### config.mk
export PLATFORM = sky130hd
export DESIGN_NAME = fsp_core
export DESIGN_NICKNAME = d
export VERILOG_FILES = /design/src/verilog/fsp_pkg.sv /design/src/verilog/fsp_sync.sv /design/src/verilog/fsp_rate.sv /design/src/verilog/fsp_core.sv
export SDC_FILE = /design/constraint.sdc
export NUM_CORES = 1
export LEC_CHECK = 0
export BUFFER_PORTS_ARGS = -buffer_cell sky130_fd_sc_hd__buf_2
export CAP_MARGIN = 20
export CELL_PAD_IN_SITES_DETAIL_PLACEMENT = 1
export CELL_PAD_IN_SITES_GLOBAL_PLACEMENT = 2
export CORE_ASPECT_RATIO = 2
export CORE_MARGIN = 5
export CORE_UTILIZATION = 29
export DETAILED_ROUTE_END_ITERATION = 7
export PLACE_DENSITY = 0.73
export SLEW_MARGIN = 20
export SYNTH_ARGS = -nofsm -noshare
export SYNTH_HDL_FRONTEND = slang
export SYNTH_HIERARCHICAL = 1
export SYNTH_SLANG_ARGS = --single-unit
### constraint.sdc
create_clock -name CLOCK -period 2.1 [get_ports CLOCK]
set_clock_uncertainty 0.05 [all_clocks]
set_input_delay 0 -clock CLOCK [delete_from_list [all_inputs] [get_ports CLOCK]]
set_output_delay 0 -clock CLOCK [all_outputs]
set_load 0.1 [all_outputs]
### src/verilog/fsp_pkg.sv
// Operation
// - Mode 0: data on receive pin, clock on transmit pin
// - Mode 0 shift clock is CPU clock over six
// - Mode 1 frame: start, 8 data, stop
// - Mode 1 stop bit stored as received ninth bit
// - Mode 1 rate from Timer 1 overflow
// - Mode 2 frame: start, 8 data, ninth, stop
// - Mode 2 ninth bit stored, stop value only sets framing error
// - Mode 2 rate CPU clock over 16 or 32
// - Mode 3 like mode 2, Timer 1 rate
// - Any data buffer write starts transmission
// - Mode 0 receives while receive-done clear, enabled
// - Modes 1-3 receive on start bit when enabled
// - Bit 7 shows mode bit or framing error
// - Framing error sticky until software clears it
// - Control register bit layout, mode bits on top
// - Multiprocessor enable suppresses receive-done flag when ninth bit (mode 1: stop bit) clear
// - Transmit-done set by hardware, software clears
// - Double-buffered receive, late byte overwrites first
// - Data buffer write and read are separate
package fsp_pkg;

  // Register byte addresses on the bus
  localparam logic [7:0] OFS_CONTROL_STATUS = 8'h98;
  localparam logic [7:0] OFS_DATA_BUFFER = 8'h9C;
  localparam logic [7:0] OFS_POWER_CONTROL = 8'hA0;
  // Field positions in the power control register
  localparam int BIT_BAUD_DOUBLE = 7;
  localparam int BIT_FE_VIEW = 6;
  // Value after reset of the control register
  localparam logic [7:0] CONTROL_STATUS_RESET = 8'h00;
  // Mode 0 shift clock: six clocks, low half then high half
  localparam logic [2:0] M0_LAST = 3'h5;
  localparam logic [2:0] M0_HALF = 3'h3;
  // Sixteen sample ticks per asynchronous bit
  localparam logic [3:0] DIV_LAST = 4'hF;
  localparam logic [3:0] START_MID = 4'h7;
  // Frame lengths in bit times
  localparam logic [3:0] M0_BITS = 4'h8;
  localparam logic [3:0] M1_BITS = 4'hA;
  localparam logic [3:0] M2_BITS = 4'hB;

  // Mode encoding of the two mode-select bits
  typedef enum logic [1:0] {
    FSP_MODE0 = 2'h0, FSP_MODE1 = 2'h1, FSP_MODE2 = 2'h2, FSP_MODE3 = 2'h3
  } fsp_mode_t;

  // Control register, bit 7 down to bit 0
  typedef struct packed {
    logic mode_select_upper;
    logic mode_select_lower;
    logic multiprocessor_enable;
    logic receive_enable;
    logic transmit_ninth_bit;
    logic received_ninth_bit;
    logic transmit_done_flag;
    logic receive_done_flag;
  } fsp_ctl_t;

  typedef enum logic [2:0] {
    TX_IDLE = 3'h1, TX_ASYNC = 3'h2, TX_SYNC = 3'h4
  } fsp_tx_t;

  typedef enum logic [3:0] {
    RX_IDLE = 4'h1, RX_START = 4'h2, RX_DATA = 4'h4, RX_SYNC = 4'h8
  } fsp_rx_t;

  // Whole state of the serial port core
  typedef struct packed {
    fsp_ctl_t ctl;
    logic fe;
    logic baud_dbl;
    logic fe_view;
    logic [7:0] rx_buf;
    logic ack;
    logic [31:0] rdata;
    fsp_tx_t tx_st;
    logic [10:0] tx_sh;
    logic [3:0] tx_cnt;
    logic [3:0] tx_div;
    fsp_rx_t rx_st;
    logic [9:0] rx_sh;
    logic [3:0] rx_cnt;
    logic [3:0] rx_div;
    logic rx_prev;
    logic [2:0] m0_ph;
    logic txd;
    logic rxd_out;
    logic rxd_oe;
  } fsp_state_t;

  localparam fsp_state_t FSP_STATE_RESET = '{
    ctl: CONTROL_STATUS_RESET, fe: 1'b0, baud_dbl: 1'b0, fe_view: 1'b0,
    rx_buf: 8'h00, ack: 1'b0, rdata: 32'h0000_0000, tx_st: TX_IDLE,
    tx_sh: 11'h7FF, tx_cnt: 4'h0, tx_div: 4'h0, rx_st: RX_IDLE,
    rx_sh: 10'h000, rx_cnt: 4'h0, rx_div: 4'h0, rx_prev: 1'b1,
    m0_ph: 3'h0, txd: 1'b1, rxd_out: 1'b1, rxd_oe: 1'b0};

  // Mode from the two mode-select bits
  function automatic fsp_mode_t fsp_mode(input fsp_ctl_t c);
    return fsp_mode_t'({c.mode_select_upper, c.mode_select_lower});
  endfunction

endpackage

### src/verilog/fsp_sync.sv
`timescale 1ns/1ps
// Two-flop synchroniser for pin inputs
module fsp_sync
  import fsp_pkg::*;
#(
  parameter int W = 1,
  parameter logic [W-1:0] INIT = '1
)(
  // Clock and reset
  input wire logic CLOCK,
  input wire logic RST_N,
  // Asynchronous input and its safe copy
  input wire logic [W-1:0] D,
  output logic [W-1:0] Q
);
  typedef struct packed {
    logic [W-1:0] meta;
    logic [W-1:0] stable;
  } fsp_sync_t;

  fsp_sync_t s;
  fsp_sync_t next_s;

  // Only the second stage is visible outside
  always_comb
  begin
    next_s.meta = D;
    next_s.stable = s.meta;
  end

  always_ff @(posedge CLOCK)
  begin
    if (!RST_N)
      s <= '{meta: INIT, stable: INIT};
    else
      s <= next_s;
  end

  assign Q = s.stable;
endmodule

### src/verilog/fsp_rate.sv
`timescale 1ns/1ps
// Sample tick at sixteen times the asynchronous bit rate
module fsp_rate
  import fsp_pkg::*;
(
  // Clock and reset
  input wire logic CLOCK,
  input wire logic RST_N,
  // Rate selection
  input wire fsp_mode_t MODE,
  input wire logic BAUD_DOUBLE,
  input wire logic TIMER1_OVF,
  // Sample tick, one clock wide
  output logic TICK
);
  typedef struct packed {
    logic half;
    logic tick;
  } fsp_rate_t;

  fsp_rate_t s;
  fsp_rate_t next_s;
  logic event_in;

  // Mode 2 counts clocks, modes 1 and 3 count overflows
  always_comb
  begin
    unique case (MODE)
      FSP_MODE2: event_in = 1'b1;
      FSP_MODE1, FSP_MODE3: event_in = TIMER1_OVF;
      default: event_in = 1'b0;
    endcase
    next_s = s;
    // Without doubling, every second event is dropped
    if (event_in)
      next_s.half = ~s.half;
    next_s.tick = event_in & (BAUD_DOUBLE | s.half);
  end

  always_ff @(posedge CLOCK)
  begin
    if (!RST_N)
      s <= '{half: 1'b0, tick: 1'b0};
    else
      s <= next_s;
  end

  assign TICK = s.tick;
endmodule

### src/verilog/fsp_core.sv
// Design decision made here: the Avalon-MM slave port.
`timescale 1ns/1ps
// Four-mode serial port with an Avalon-MM register slave
module fsp_core
  import fsp_pkg::*;
(
  // Clock and reset
  input wire logic CLOCK,
  input wire logic RST_N,
  // Avalon-MM slave
  input wire logic [7:0] AVS_ADDRESS,
  input wire logic AVS_READ,
  input wire logic AVS_WRITE,
  input wire logic [31:0] AVS_WRITEDATA,
  input wire logic [3:0] AVS_BYTEENABLE,
  output logic [31:0] AVS_READDATA,
  output logic AVS_WAITREQUEST,
  // Bit-rate source for modes 1 and 3
  input wire logic TIMER1_OVF,
  // Serial pins; the receive pin is two-way in mode 0
  input wire logic RXD_IN,
  output logic RXD_OUT,
  output logic RXD_OE,
  output logic TXD
);
  fsp_state_t s; // Current state
  fsp_state_t next_s; // Value for the next edge
  fsp_mode_t mode; // Active mode
  logic tick; // Sample tick, 16 per bit
  logic rx_s; // Synchronised receive pin
  logic wr; // Accepted write, low lane enabled
  logic rd; // Accepted read
  logic [7:0] wd; // Low byte of write data
  logic tx_start; // Data buffer write
  logic m0_active; // Mode 0 shift clock running
  logic [9:0] rx_new; // Receive shift with current sample
  logic stop_bit; // Received stop bit
  logic ninth_bit; // Received ninth bit
  logic [7:0] rx_data; // Received character
  logic accept; // Character passes the address filter

  assign mode = fsp_mode(s.ctl);

  // Pin passes two flops before any logic looks at it
  fsp_sync #(
    .W(1),
    .INIT(1'b1)
  ) u_sync (
    .CLOCK(CLOCK),
    .RST_N(RST_N),
    .D(RXD_IN),
    .Q(rx_s)
  );

  // Sixteen-times sample tick for the asynchronous modes
  fsp_rate u_rate (
    .CLOCK(CLOCK),
    .RST_N(RST_N),
    .MODE(mode),
    .BAUD_DOUBLE(s.baud_dbl),
    .TIMER1_OVF(TIMER1_OVF),
    .TICK(tick)
  );

  // Next-state logic for bus, transmitter and receiver
  always_comb
  begin
    next_s = s;
    wd = AVS_WRITEDATA[7:0];
    // Each request waits one cycle, then completes
    wr = AVS_WRITE & ~s.ack & AVS_BYTEENABLE[0];
    rd = AVS_READ & ~s.ack;
    next_s.ack = (AVS_READ | AVS_WRITE) & ~s.ack;
    tx_start = wr && (AVS_ADDRESS == OFS_DATA_BUFFER);
    m0_active = (s.tx_st == TX_SYNC) || (s.rx_st == RX_SYNC);
    rx_new = {rx_s, s.rx_sh[9:1]};
    stop_bit = rx_new[9];
    ninth_bit = rx_new[8];
    rx_data = rx_new[7:0];
    accept = 1'b1;

    // Read data; unmapped addresses read zero
    if (rd)
    begin
      next_s.rdata = 32'h0000_0000;
      unique case (AVS_ADDRESS)
        OFS_CONTROL_STATUS:
        begin
          next_s.rdata[7:0] = s.ctl;
          // Bit 7 shows the error flag when the view bit is set
          if (s.fe_view)
            next_s.rdata[7] = s.fe;
        end
        OFS_DATA_BUFFER:
          next_s.rdata[7:0] = s.rx_buf;
        OFS_POWER_CONTROL:
        begin
          next_s.rdata[BIT_BAUD_DOUBLE] = s.baud_dbl;
          next_s.rdata[BIT_FE_VIEW] = s.fe_view;
        end
        default:
          next_s.rdata = 32'h0000_0000;
      endcase
    end

    // Software writes come first so hardware sets win below
    if (wr && (AVS_ADDRESS == OFS_CONTROL_STATUS))
    begin
      next_s.ctl = fsp_ctl_t'(wd);
      if (s.fe_view)
      begin
        // Mode bit kept, the write lands on the error flag
        next_s.ctl.mode_select_upper = s.ctl.mode_select_upper;
        next_s.fe = wd[7];
      end
    end
    if (wr && (AVS_ADDRESS == OFS_POWER_CONTROL))
    begin
      next_s.baud_dbl = wd[BIT_BAUD_DOUBLE];
      next_s.fe_view = wd[BIT_FE_VIEW];
    end

    // Mode 0 shift clock phase, six clocks a bit
    if (m0_active)
      next_s.m0_ph = (s.m0_ph == M0_LAST) ? 3'h0 : s.m0_ph + 3'h1;
    else
      next_s.m0_ph = 3'h0;

    // Transmitter
    unique case (s.tx_st)
      TX_IDLE:
        next_s.tx_sh = 11'h7FF;
      TX_ASYNC:
      begin
        if (tick)
        begin
          next_s.tx_div = s.tx_div + 4'h1;
          if (s.tx_div == DIV_LAST)
          begin
            // Bits leave least significant first
            next_s.tx_sh = {1'b1, s.tx_sh[10:1]};
            next_s.tx_cnt = s.tx_cnt - 4'h1;
            // Stop bit begins: flag the transmission done
            if (s.tx_cnt == 4'h2)
              next_s.ctl.transmit_done_flag = 1'b1;
            if (s.tx_cnt == 4'h1)
              next_s.tx_st = TX_IDLE;
          end
        end
      end
      TX_SYNC:
      begin
        if (s.m0_ph == M0_LAST)
        begin
          next_s.tx_sh = {1'b1, s.tx_sh[10:1]};
          next_s.tx_cnt = s.tx_cnt - 4'h1;
          // End of the eighth bit time
          if (s.tx_cnt == 4'h1)
          begin
            next_s.ctl.transmit_done_flag = 1'b1;
            next_s.tx_st = TX_IDLE;
          end
        end
      end
    endcase

    // Any data buffer write restarts the transmitter
    if (tx_start)
    begin
      next_s.tx_div = 4'h0;
      next_s.m0_ph = 3'h0;
      if (mode == FSP_MODE0)
      begin
        next_s.tx_sh = {3'h7, wd};
        next_s.tx_cnt = M0_BITS;
        next_s.tx_st = TX_SYNC;
      end
      else
      begin
        // Mode 1 sends a stop bit in the ninth slot and stops early
        next_s.tx_sh = {1'b1, s.ctl.transmit_ninth_bit | (mode == FSP_MODE1),
                        wd, 1'b0};
        next_s.tx_cnt = (mode == FSP_MODE1) ? M1_BITS : M2_BITS;
        next_s.tx_st = TX_ASYNC;
      end
    end

    // Receiver
    unique case (s.rx_st)
      RX_IDLE:
      begin
        next_s.rx_cnt = 4'h0;
        next_s.rx_div = 4'h0;
        if (mode == FSP_MODE0)
        begin
          // Shift in while the last byte is taken and enabled
          if (!s.ctl.receive_done_flag && s.ctl.receive_enable &&
              s.tx_st == TX_IDLE && !tx_start)
            next_s.rx_st = RX_SYNC;
        end
        else if (s.ctl.receive_enable && s.rx_prev && !rx_s)
          next_s.rx_st = RX_START;
      end
      RX_START:
      begin
        if (tick)
        begin
          next_s.rx_div = s.rx_div + 4'h1;
          // A glitch shorter than half a bit is not a start bit
          if (s.rx_div == START_MID)
          begin
            next_s.rx_div = 4'h0;
            next_s.rx_st = rx_s ? RX_IDLE : RX_DATA;
          end
        end
      end
      RX_DATA:
      begin
        if (tick)
        begin
          next_s.rx_div = s.rx_div + 4'h1;
          if (s.rx_div == DIV_LAST)
          begin
            next_s.rx_sh = rx_new;
            next_s.rx_cnt = s.rx_cnt + 4'h1;
            if (s.rx_cnt == ((mode == FSP_MODE1) ? M0_BITS : M0_BITS + 4'h1))
            begin
              next_s.rx_st = RX_IDLE;
              // Mode 1 lands one bit higher in the shift register
              if (mode == FSP_MODE1)
              begin
                rx_data = rx_new[8:1];
                ninth_bit = stop_bit;
                accept = ~s.ctl.multiprocessor_enable | stop_bit;
              end
              else
                accept = ~s.ctl.multiprocessor_enable | ninth_bit;
              // Error flag sticks across characters
              if (!stop_bit)
                next_s.fe = 1'b1;
              // Holding register overwritten if still unread
              if (accept)
              begin
                next_s.rx_buf = rx_data;
                next_s.ctl.received_ninth_bit = ninth_bit;
                next_s.ctl.receive_done_flag = 1'b1;
              end
            end
          end
        end
      end
      RX_SYNC:
      begin
        // Sample on the rising shift clock edge
        if (s.m0_ph == M0_HALF)
        begin
          next_s.rx_sh = rx_new;
          next_s.rx_cnt = s.rx_cnt + 4'h1;
          if (s.rx_cnt == M0_BITS - 4'h1)
          begin
            next_s.rx_buf = rx_new[9:2];
            next_s.ctl.receive_done_flag = 1'b1;
            next_s.rx_st = RX_IDLE;
          end
        end
        // A transmit request takes the shared shift clock
        if (tx_start)
          next_s.rx_st = RX_IDLE;
      end
    endcase
    next_s.rx_prev = rx_s;

    // Pin drivers, registered to keep the pins glitch free
    if (next_s.tx_st == TX_ASYNC)
      next_s.txd = next_s.tx_sh[0];
    else if (next_s.tx_st == TX_SYNC || next_s.rx_st == RX_SYNC)
      next_s.txd = (next_s.m0_ph >= M0_HALF);
    else
      next_s.txd = 1'b1;
    next_s.rxd_oe = (next_s.tx_st == TX_SYNC);
    next_s.rxd_out = next_s.rxd_oe ? next_s.tx_sh[0] : 1'b1;
  end

  // Single state register
  always_ff @(posedge CLOCK)
  begin
    if (!RST_N)
      s <= FSP_STATE_RESET;
    else
      s <= next_s;
  end

  // Outputs
  assign AVS_WAITREQUEST = (AVS_READ | AVS_WRITE) & ~s.ack;
  assign AVS_READDATA = s.rdata;
  assign TXD = s.txd;
  assign RXD_OUT = s.rxd_out;
  assign RXD_OE = s.rxd_oe;
endmodule

# After elaboration in Yosys (flattened, before gate mapping)
# Cells that the tools add are included.
[word_totals]
ff_bits = 83
in_bits = 50
output_inout_bits = 36
wordCells = 192
[op_classes]
n_addsub = 5
n_lt_le_gt_ge = 1
eq_ne = 35
mux = 75
n_bitwise = 15
n_reduce_logical = 29
[op_table]
columns = ["cell", "n"]
rows = [
  ["two-way mux 18 bit", 5],
  ["two-way mux 22 bit", 3],
  ["two-way mux 8 bit", 7],
  ["two-way mux 4 bit", 12],
  ["case mux 11 bit (3 select lines)", 1],
  ["two-way mux 1 bit", 27],
  ["equality test 8 bit, second input constant", 3],
  ["case mux 4 bit (3 select lines)", 2],
  ["case mux 10 bit (2 select lines)", 1],
  ["equality test 4 bit, second input constant", 4],
  ["case mux 4 bit (4 select lines)", 1],
  ["case mux 8 bit (2 select lines)", 1],
  ["two-way mux 3 bit", 5],
  ["adder 4 x 1 -> 4 bit, second input constant", 3],
  ["equality test 4 x 3 -> 1 bit, second input constant", 3],
  ["case mux 6 bit (2 select lines)", 1],
  ["AND reduction 4 bit", 3],
  ["equality test 3 x 2 -> 1 bit, second input constant", 3],
  ["equality test 3 bit, second input constant", 3],
  ["nonzero test 3 bit", 3],
  ["equality test 4 x 1 -> 1 bit, second input constant", 2],
  ["equality test 4 x 2 -> 1 bit, second input constant", 2],
  ["logical AND 1 bit", 8],
  ["!= test 2 x 1 -> 1 bit, second input constant", 4],
  ["other kinds (26)", 53],
]

# Depth between registers and ports, before layout
[depth]
word_depth = 13
mapped_depth = 8
mapped_depth_nobuf = 8

# Modules after synthesis
# The synthesis kept the hierarchy.
[by_module_without_submodules]
columns = ["mod", "n_inst", "cells_per_inst", "area_per_inst_um2", "seq_area_each_um2"]
rows = [
  ["fsp_core", 1, 536, 4379.2, 1561.5],
  ["fsp_rate", 1, 8, 78.8, 40.0],
  ["fsp_sync", 1, 4, 52.6, 40.0],
]

# Least setup slack after synthesis
# Ideal clock, no wire load.
[synth_timing]
path_kind = "flip-flop to flip-flop"
from = "register s[7] in the netlist's numbering"
to = "register s, in the netlist TXD"
setup_ps = 121
arrival_ps = 1844
required_ps = 1929
path_slack_ps = 85
path_stages_with_launch = 8
n_path_buf = 0
synth_period_minus_slack_ps = 2015
path_cell_list = "dfxtp_1 -> ha_1 -> nand4_1 -> or4b_1 -> o21a_1 -> a311oi_1 -> and4_1 -> o21ai_1"
[synth_via]
elab_chain_cells = 8
word_cells_on_any_way = 11
cone_classes = "eq/ne: 3; mux: 7; reduce/logical: 1"
[synth_lines]
columns = ["item", "line", "rtl"]
rows = [
  ["from (decl)", "fsp_core.sv:26", "fsp_state_t s;"],
  ["from (signal assigned)", "fsp_core.sv:290", "s <= next_s;"],
  ["equality test 4 bit or equality test 4 x 3 -> 1 bit (tied branches)", "fsp_core.sv:222, fsp_core.sv:210", ""],
  ["two-way mux 18 bit or two-way mux 4 bit (tied branches)", "fsp_core.sv:222, fsp_core.sv:210", ""],
  ["two-way mux 22 bit or two-way mux 4 bit (tied branches)", "fsp_core.sv:219, fsp_core.sv:206", ""],
  ["case mux 4 bit (4 select lines) *", "fsp_core.sv:189", "unique case (s.rx_st)"],
  ["equality test 4 bit *", "fsp_core.sv:276", "else if (next_s.tx_st == TX_SYNC || next_s.rx_st == RX_SYNC)"],
  ["logical OR 1 bit *", "fsp_core.sv:276", ""],
  ["two-way mux 1 bit *", "fsp_core.sv:276", ""],
  ["two-way mux 1 bit *", "fsp_core.sv:274", "if (next_s.tx_st == TX_ASYNC)"],
]
# Every way passes the cells marked *; elsewhere a longest branch is shown, timed or not. The select of a mux whose other input is x is not followed.
# A chain may end at the register's enable or synchronous reset.

# Final worst setup path
[layout_timing]
from = "register s[29] in the netlist's numbering"
to = "register s, in the netlist RXD_OUT"
[layout_via]
elab_chain_cells = 7
word_cells_on_any_way = 8
cone_classes = "eq/ne: 2; mux: 5; reduce/logical: 1"
[layout_lines]
columns = ["item", "line", "rtl"]
rows = [
  ["equality test 4 bit *", "fsp_core.sv:138", "if (s.tx_div == DIV_LAST)"],
  ["two-way mux 18 bit *", "fsp_core.sv:138", ""],
  ["two-way mux 22 bit *", "fsp_core.sv:135", "if (tick)"],
  ["case mux 3 bit (2 select lines)", "fsp_core.sv:130", "unique case (s.tx_st)"],
  ["two-way mux 22 bit *", "fsp_core.sv:168", "if (tx_start)"],
  ["equality test 3 bit", "fsp_core.sv:280", "next_s.rxd_oe = (next_s.tx_st == TX_SYNC);"],
  ["AND reduction 2 bit (no source line)", "-", ""],
]
# Marked as above.

==> results.yml <==
status:
  status: "complete, no violations"
job:
  max_cap_viol_count: 0
yosys:
  yosys.area.top_type_share_pct: 36.4
  yosys-top-cells-count: "nand2_1 (90), dfxtp_1 (82), a21oi_1 (38), nor2_1 (38), buf_4 (33)"
  synthArstFlopShare_pct: 0
  synth.distinct_cells: 67
  yosysMostFrequentCell: "nand2_1"
  yosysWarnings: 6
  syn_inst: 548
  synth_edf_count: 0
  synth_top_cell_by_area: "dfxtp_1"
  synth_area_um2: 4510
  ys.flop_type: "dfxtp_1"
  synth_seq_cells: 82
  avgSynthCellArea_um2: 8.23
  synth_area_leaders: "dfxtp_1 (36%), nand2_1 (7.5%), buf_4 (5.5%)"
  synth-seq-area-share_pct: 36.4
hold_path:
  hold_end: "s[83]"
  min_path_type: "input port to flip-flop"
  hold_start: "AVS_READ"
  min_path_cells: 4
cells_and_area:
  drive_above_1_share_pct: 20.7
  final_cell_area_um2: 5560
  utilization_pct: 36.3
  n_antenna_cell: 0
  instances_no_fill: 821
  nNetsFinal: 677
  synthToLayoutAreaGrowth_pct: 23.2
cts:
  cts_buffers: 9
  cts_tree: "done"
  clkLatencyLatePin_ns: 0.34
  clockBufferDepth: 2
  clock_sinks: 82
  clk_pin_slew_ns: 0.06
  htreeDepth: 3
  root_buffer: "clkbuf_16"
die:
  fp-row-count: 64
  start_util_pct: 29.5
  die_y_um: 186
  dieArea_um2: 18300
  core_area_um2: 15300
  die_width_um: 98.2
  io_pins: 86
sta:
  finalSetupViolCount: 0
  clock.fmax_mhz: 491
  timing.final.crit_share_pct: 96.9
  period_minus_slack_ns: 2.04
  fin_ws_ns: 0.0646
  rsz0062_at_grt: "yes"
  slew_violations: 0
  setup-tns-final_ns: 0
  max_slew_margin_pct: 38.6
  hold_violations: 0
  worstMarginPinSlew_ns: 0.921
setup_path:
  r2r_start: "s[29]"
  cp_max_fo: 3
  critical_path_class: "flip-flop to flip-flop"
  r2r-end: "RXD_OUT"
  endpoint_kind: "flip-flop"
  critPathArrivalTime_ns: 2.21
  critPathLaunchType: "flip-flop"
  worst-r2r-cell-count: 7
  r2r_setup_slack_ns: 0.06
  worst-endpoint-required_ns: 2.28
routing:
  first_iter_violations: 172
  firstDrtPassIters: 4
  dr_total_vias: 4256
  wl_per_cell_um: 17.0
  postRouteWirelength_um: 13900
  route.detailed.drc: 0
  ant_nets: 0
  viasPerCell: 5.18
placed_design:
  port_buffers: 34
  dpl_cell_area_um2: 5010
  gp_congestion: 0.886
  post-place-ws_ns: -0.0691
  dp_cells: 790
  dp_hpwl_um: 10500
global_routing:
  grt_pass1_wl_um: 22500
  grt_antenna_before_repair: 0
  grt-ovfl-total: 0
  grt_max_degree: 28
  grt_use_total_pct: 15.1
  grt_pass1_vias: 4402
power:
  p_leak_nw: 2.15
  irDropWorstVdd_mv: 0.266
  powerDensity_nw_per_um2: 663
repair_timing:
action,4_1_cts,5_1_grt
endpoints found under the setup margin,3,17
setup buffers,0,6
cloned,0,1
endpoints found under the hold margin,12,0
hold buffers,10,0
pin swaps,2,7
resized for setup,4,11
how the worst max path moves through the flow:
| stage | depth (start not counted) | start | slack [ns] | to |
|---|---|---|---|---|
| 2_1_floorplan | 7 | s[7] | 0.09 | TXD |
| 3_3_place_gp | 7 | s[7] | -0.02 | TXD |
| 3_5_place_dp | 7 | s[7] | -0.07 | TXD |
| 4_1_cts | 7 | s[7] | 0.01 | s[97] |
| 5_1_grt | 7 | s[29] | -0.07 | RXD_OUT |
| 6_report | 7 | s[29] | 0.06 | RXD_OUT |
kinds of logic (layout without fill, tap and decap cells):
kind of cell	after synthesis	count (layout)	share of synthesized area, %
AND/OR/NAND/NOR	223	223	25.7
AO/OA/AOI/OAI	141	142	21.6
flip-flops	82	82	36.4
buffers and inverters	70	121	9.10
multiplexers	16	16	3.58
XOR/XNOR	8	8	1.55
adder cells (fa/ha/maj)	7	7	1.94
other	1	24	0.0831
layer usage:
| metal | global-route usage, % | part of all wire (%) | vias up | routed length, um |
|---|---|---|---|---|
| met3 | 2.91 | 3.4 | 27 | 475 |
| met2 | 29.6 | 56 | 85 | 7820 |
| met5 | 0 | 0 | - | 0 |
| li1 | - | - | 2052 | - |
| met4 | 7.36 | 3.6 | 0 | 498 |
| met1 | 14.6 | 37 | 2092 | 5130 |
area by class of cell:
class,instances,area (um2)
clock buffers,11,243
clock inverters,3,65.1
fillers,1841,9740
inverters,9,33.8
multi-input cells,420,2620
flip-flops and latches,82,1650
well taps,198,248
repair buffers,98,704
sequential cells by signal, indices dropped and copies added, names as in the netlist:
name,cells
s,56
rx_new,9
AVS_READDATA,8
mode,2
RXD_OE,1
RXD_OUT,1
TXD,1
u_rate/TICK,1
u_rate/s,1
u_sync/Q,1
u_sync/next_s,1
per-stage QoR:
| step | power (mW) | hold slack (ns) |
|---|---|---|
| floorplan | 1.99 | 0.0230 |
| global placement | 2.02 | 0.151 |
| detailed placement | 2.03 | 0.146 |
| CTS | 3.74 | 0.00511 |
| global route | 3.82 | 0.0393 |
| finish | 3.69 | 0.0138 |
power breakdown:
part | switching (mW) | internal [mW]
registers | 0.00751 | 1.57
clock network | 0.620 | 1.06
logic | 0.355 | 0.0756
total | 0.983 | 2.70
cells in the final DEF (no fill, tap or decap), types with 4 or more instances in the layout:
| master | count |
|---|---|
| a211oi_1 | 8 |
| a22oi_1 | 8 |
| a21oi_1 | 38 |
| nor4b_1 | 5 |
| xor2_1 | 5 |
| nand3_1 | 12 |
| o22ai_1 | 5 |
| dfxtp_1 | 79 |
| clkbuf_16 | 9 |
| nor2_1 | 37 |
| conb_1 | 24 |
| nor3_1 | 9 |
| and2_1 | 8 |
| o21ai_0 | 18 |
| nand2_1 | 90 |
| buf_2 | 34 |
| a21boi_0 | 4 |
| inv_1 | 9 |
| and3_1 | 4 |
| a211o_1 | 8 |
| nand2b_1 | 7 |
| nand3b_1 | 9 |
| nor2b_1 | 9 |
| ha_1 | 5 |
| mux2i_1 | 15 |
| o211ai_1 | 4 |
| a21boi_1 | 8 |
| a31oi_1 | 12 |
| dlygate4sd3_1 | 10 |
| o211a_1 | 6 |
| buf_4 | 51 |
worst max-delay path, stage by stage, from the launching register on:
cell and delay, ns:
dfxtp_1 0.37, ha_1 0.21, and4_1 0.25, o22ai_1 0.12, a221oi_1 0.29, o211ai_1 0.16, buf_4 0.18, or2_2 0.29
Power figures use the tool's default switching activity.
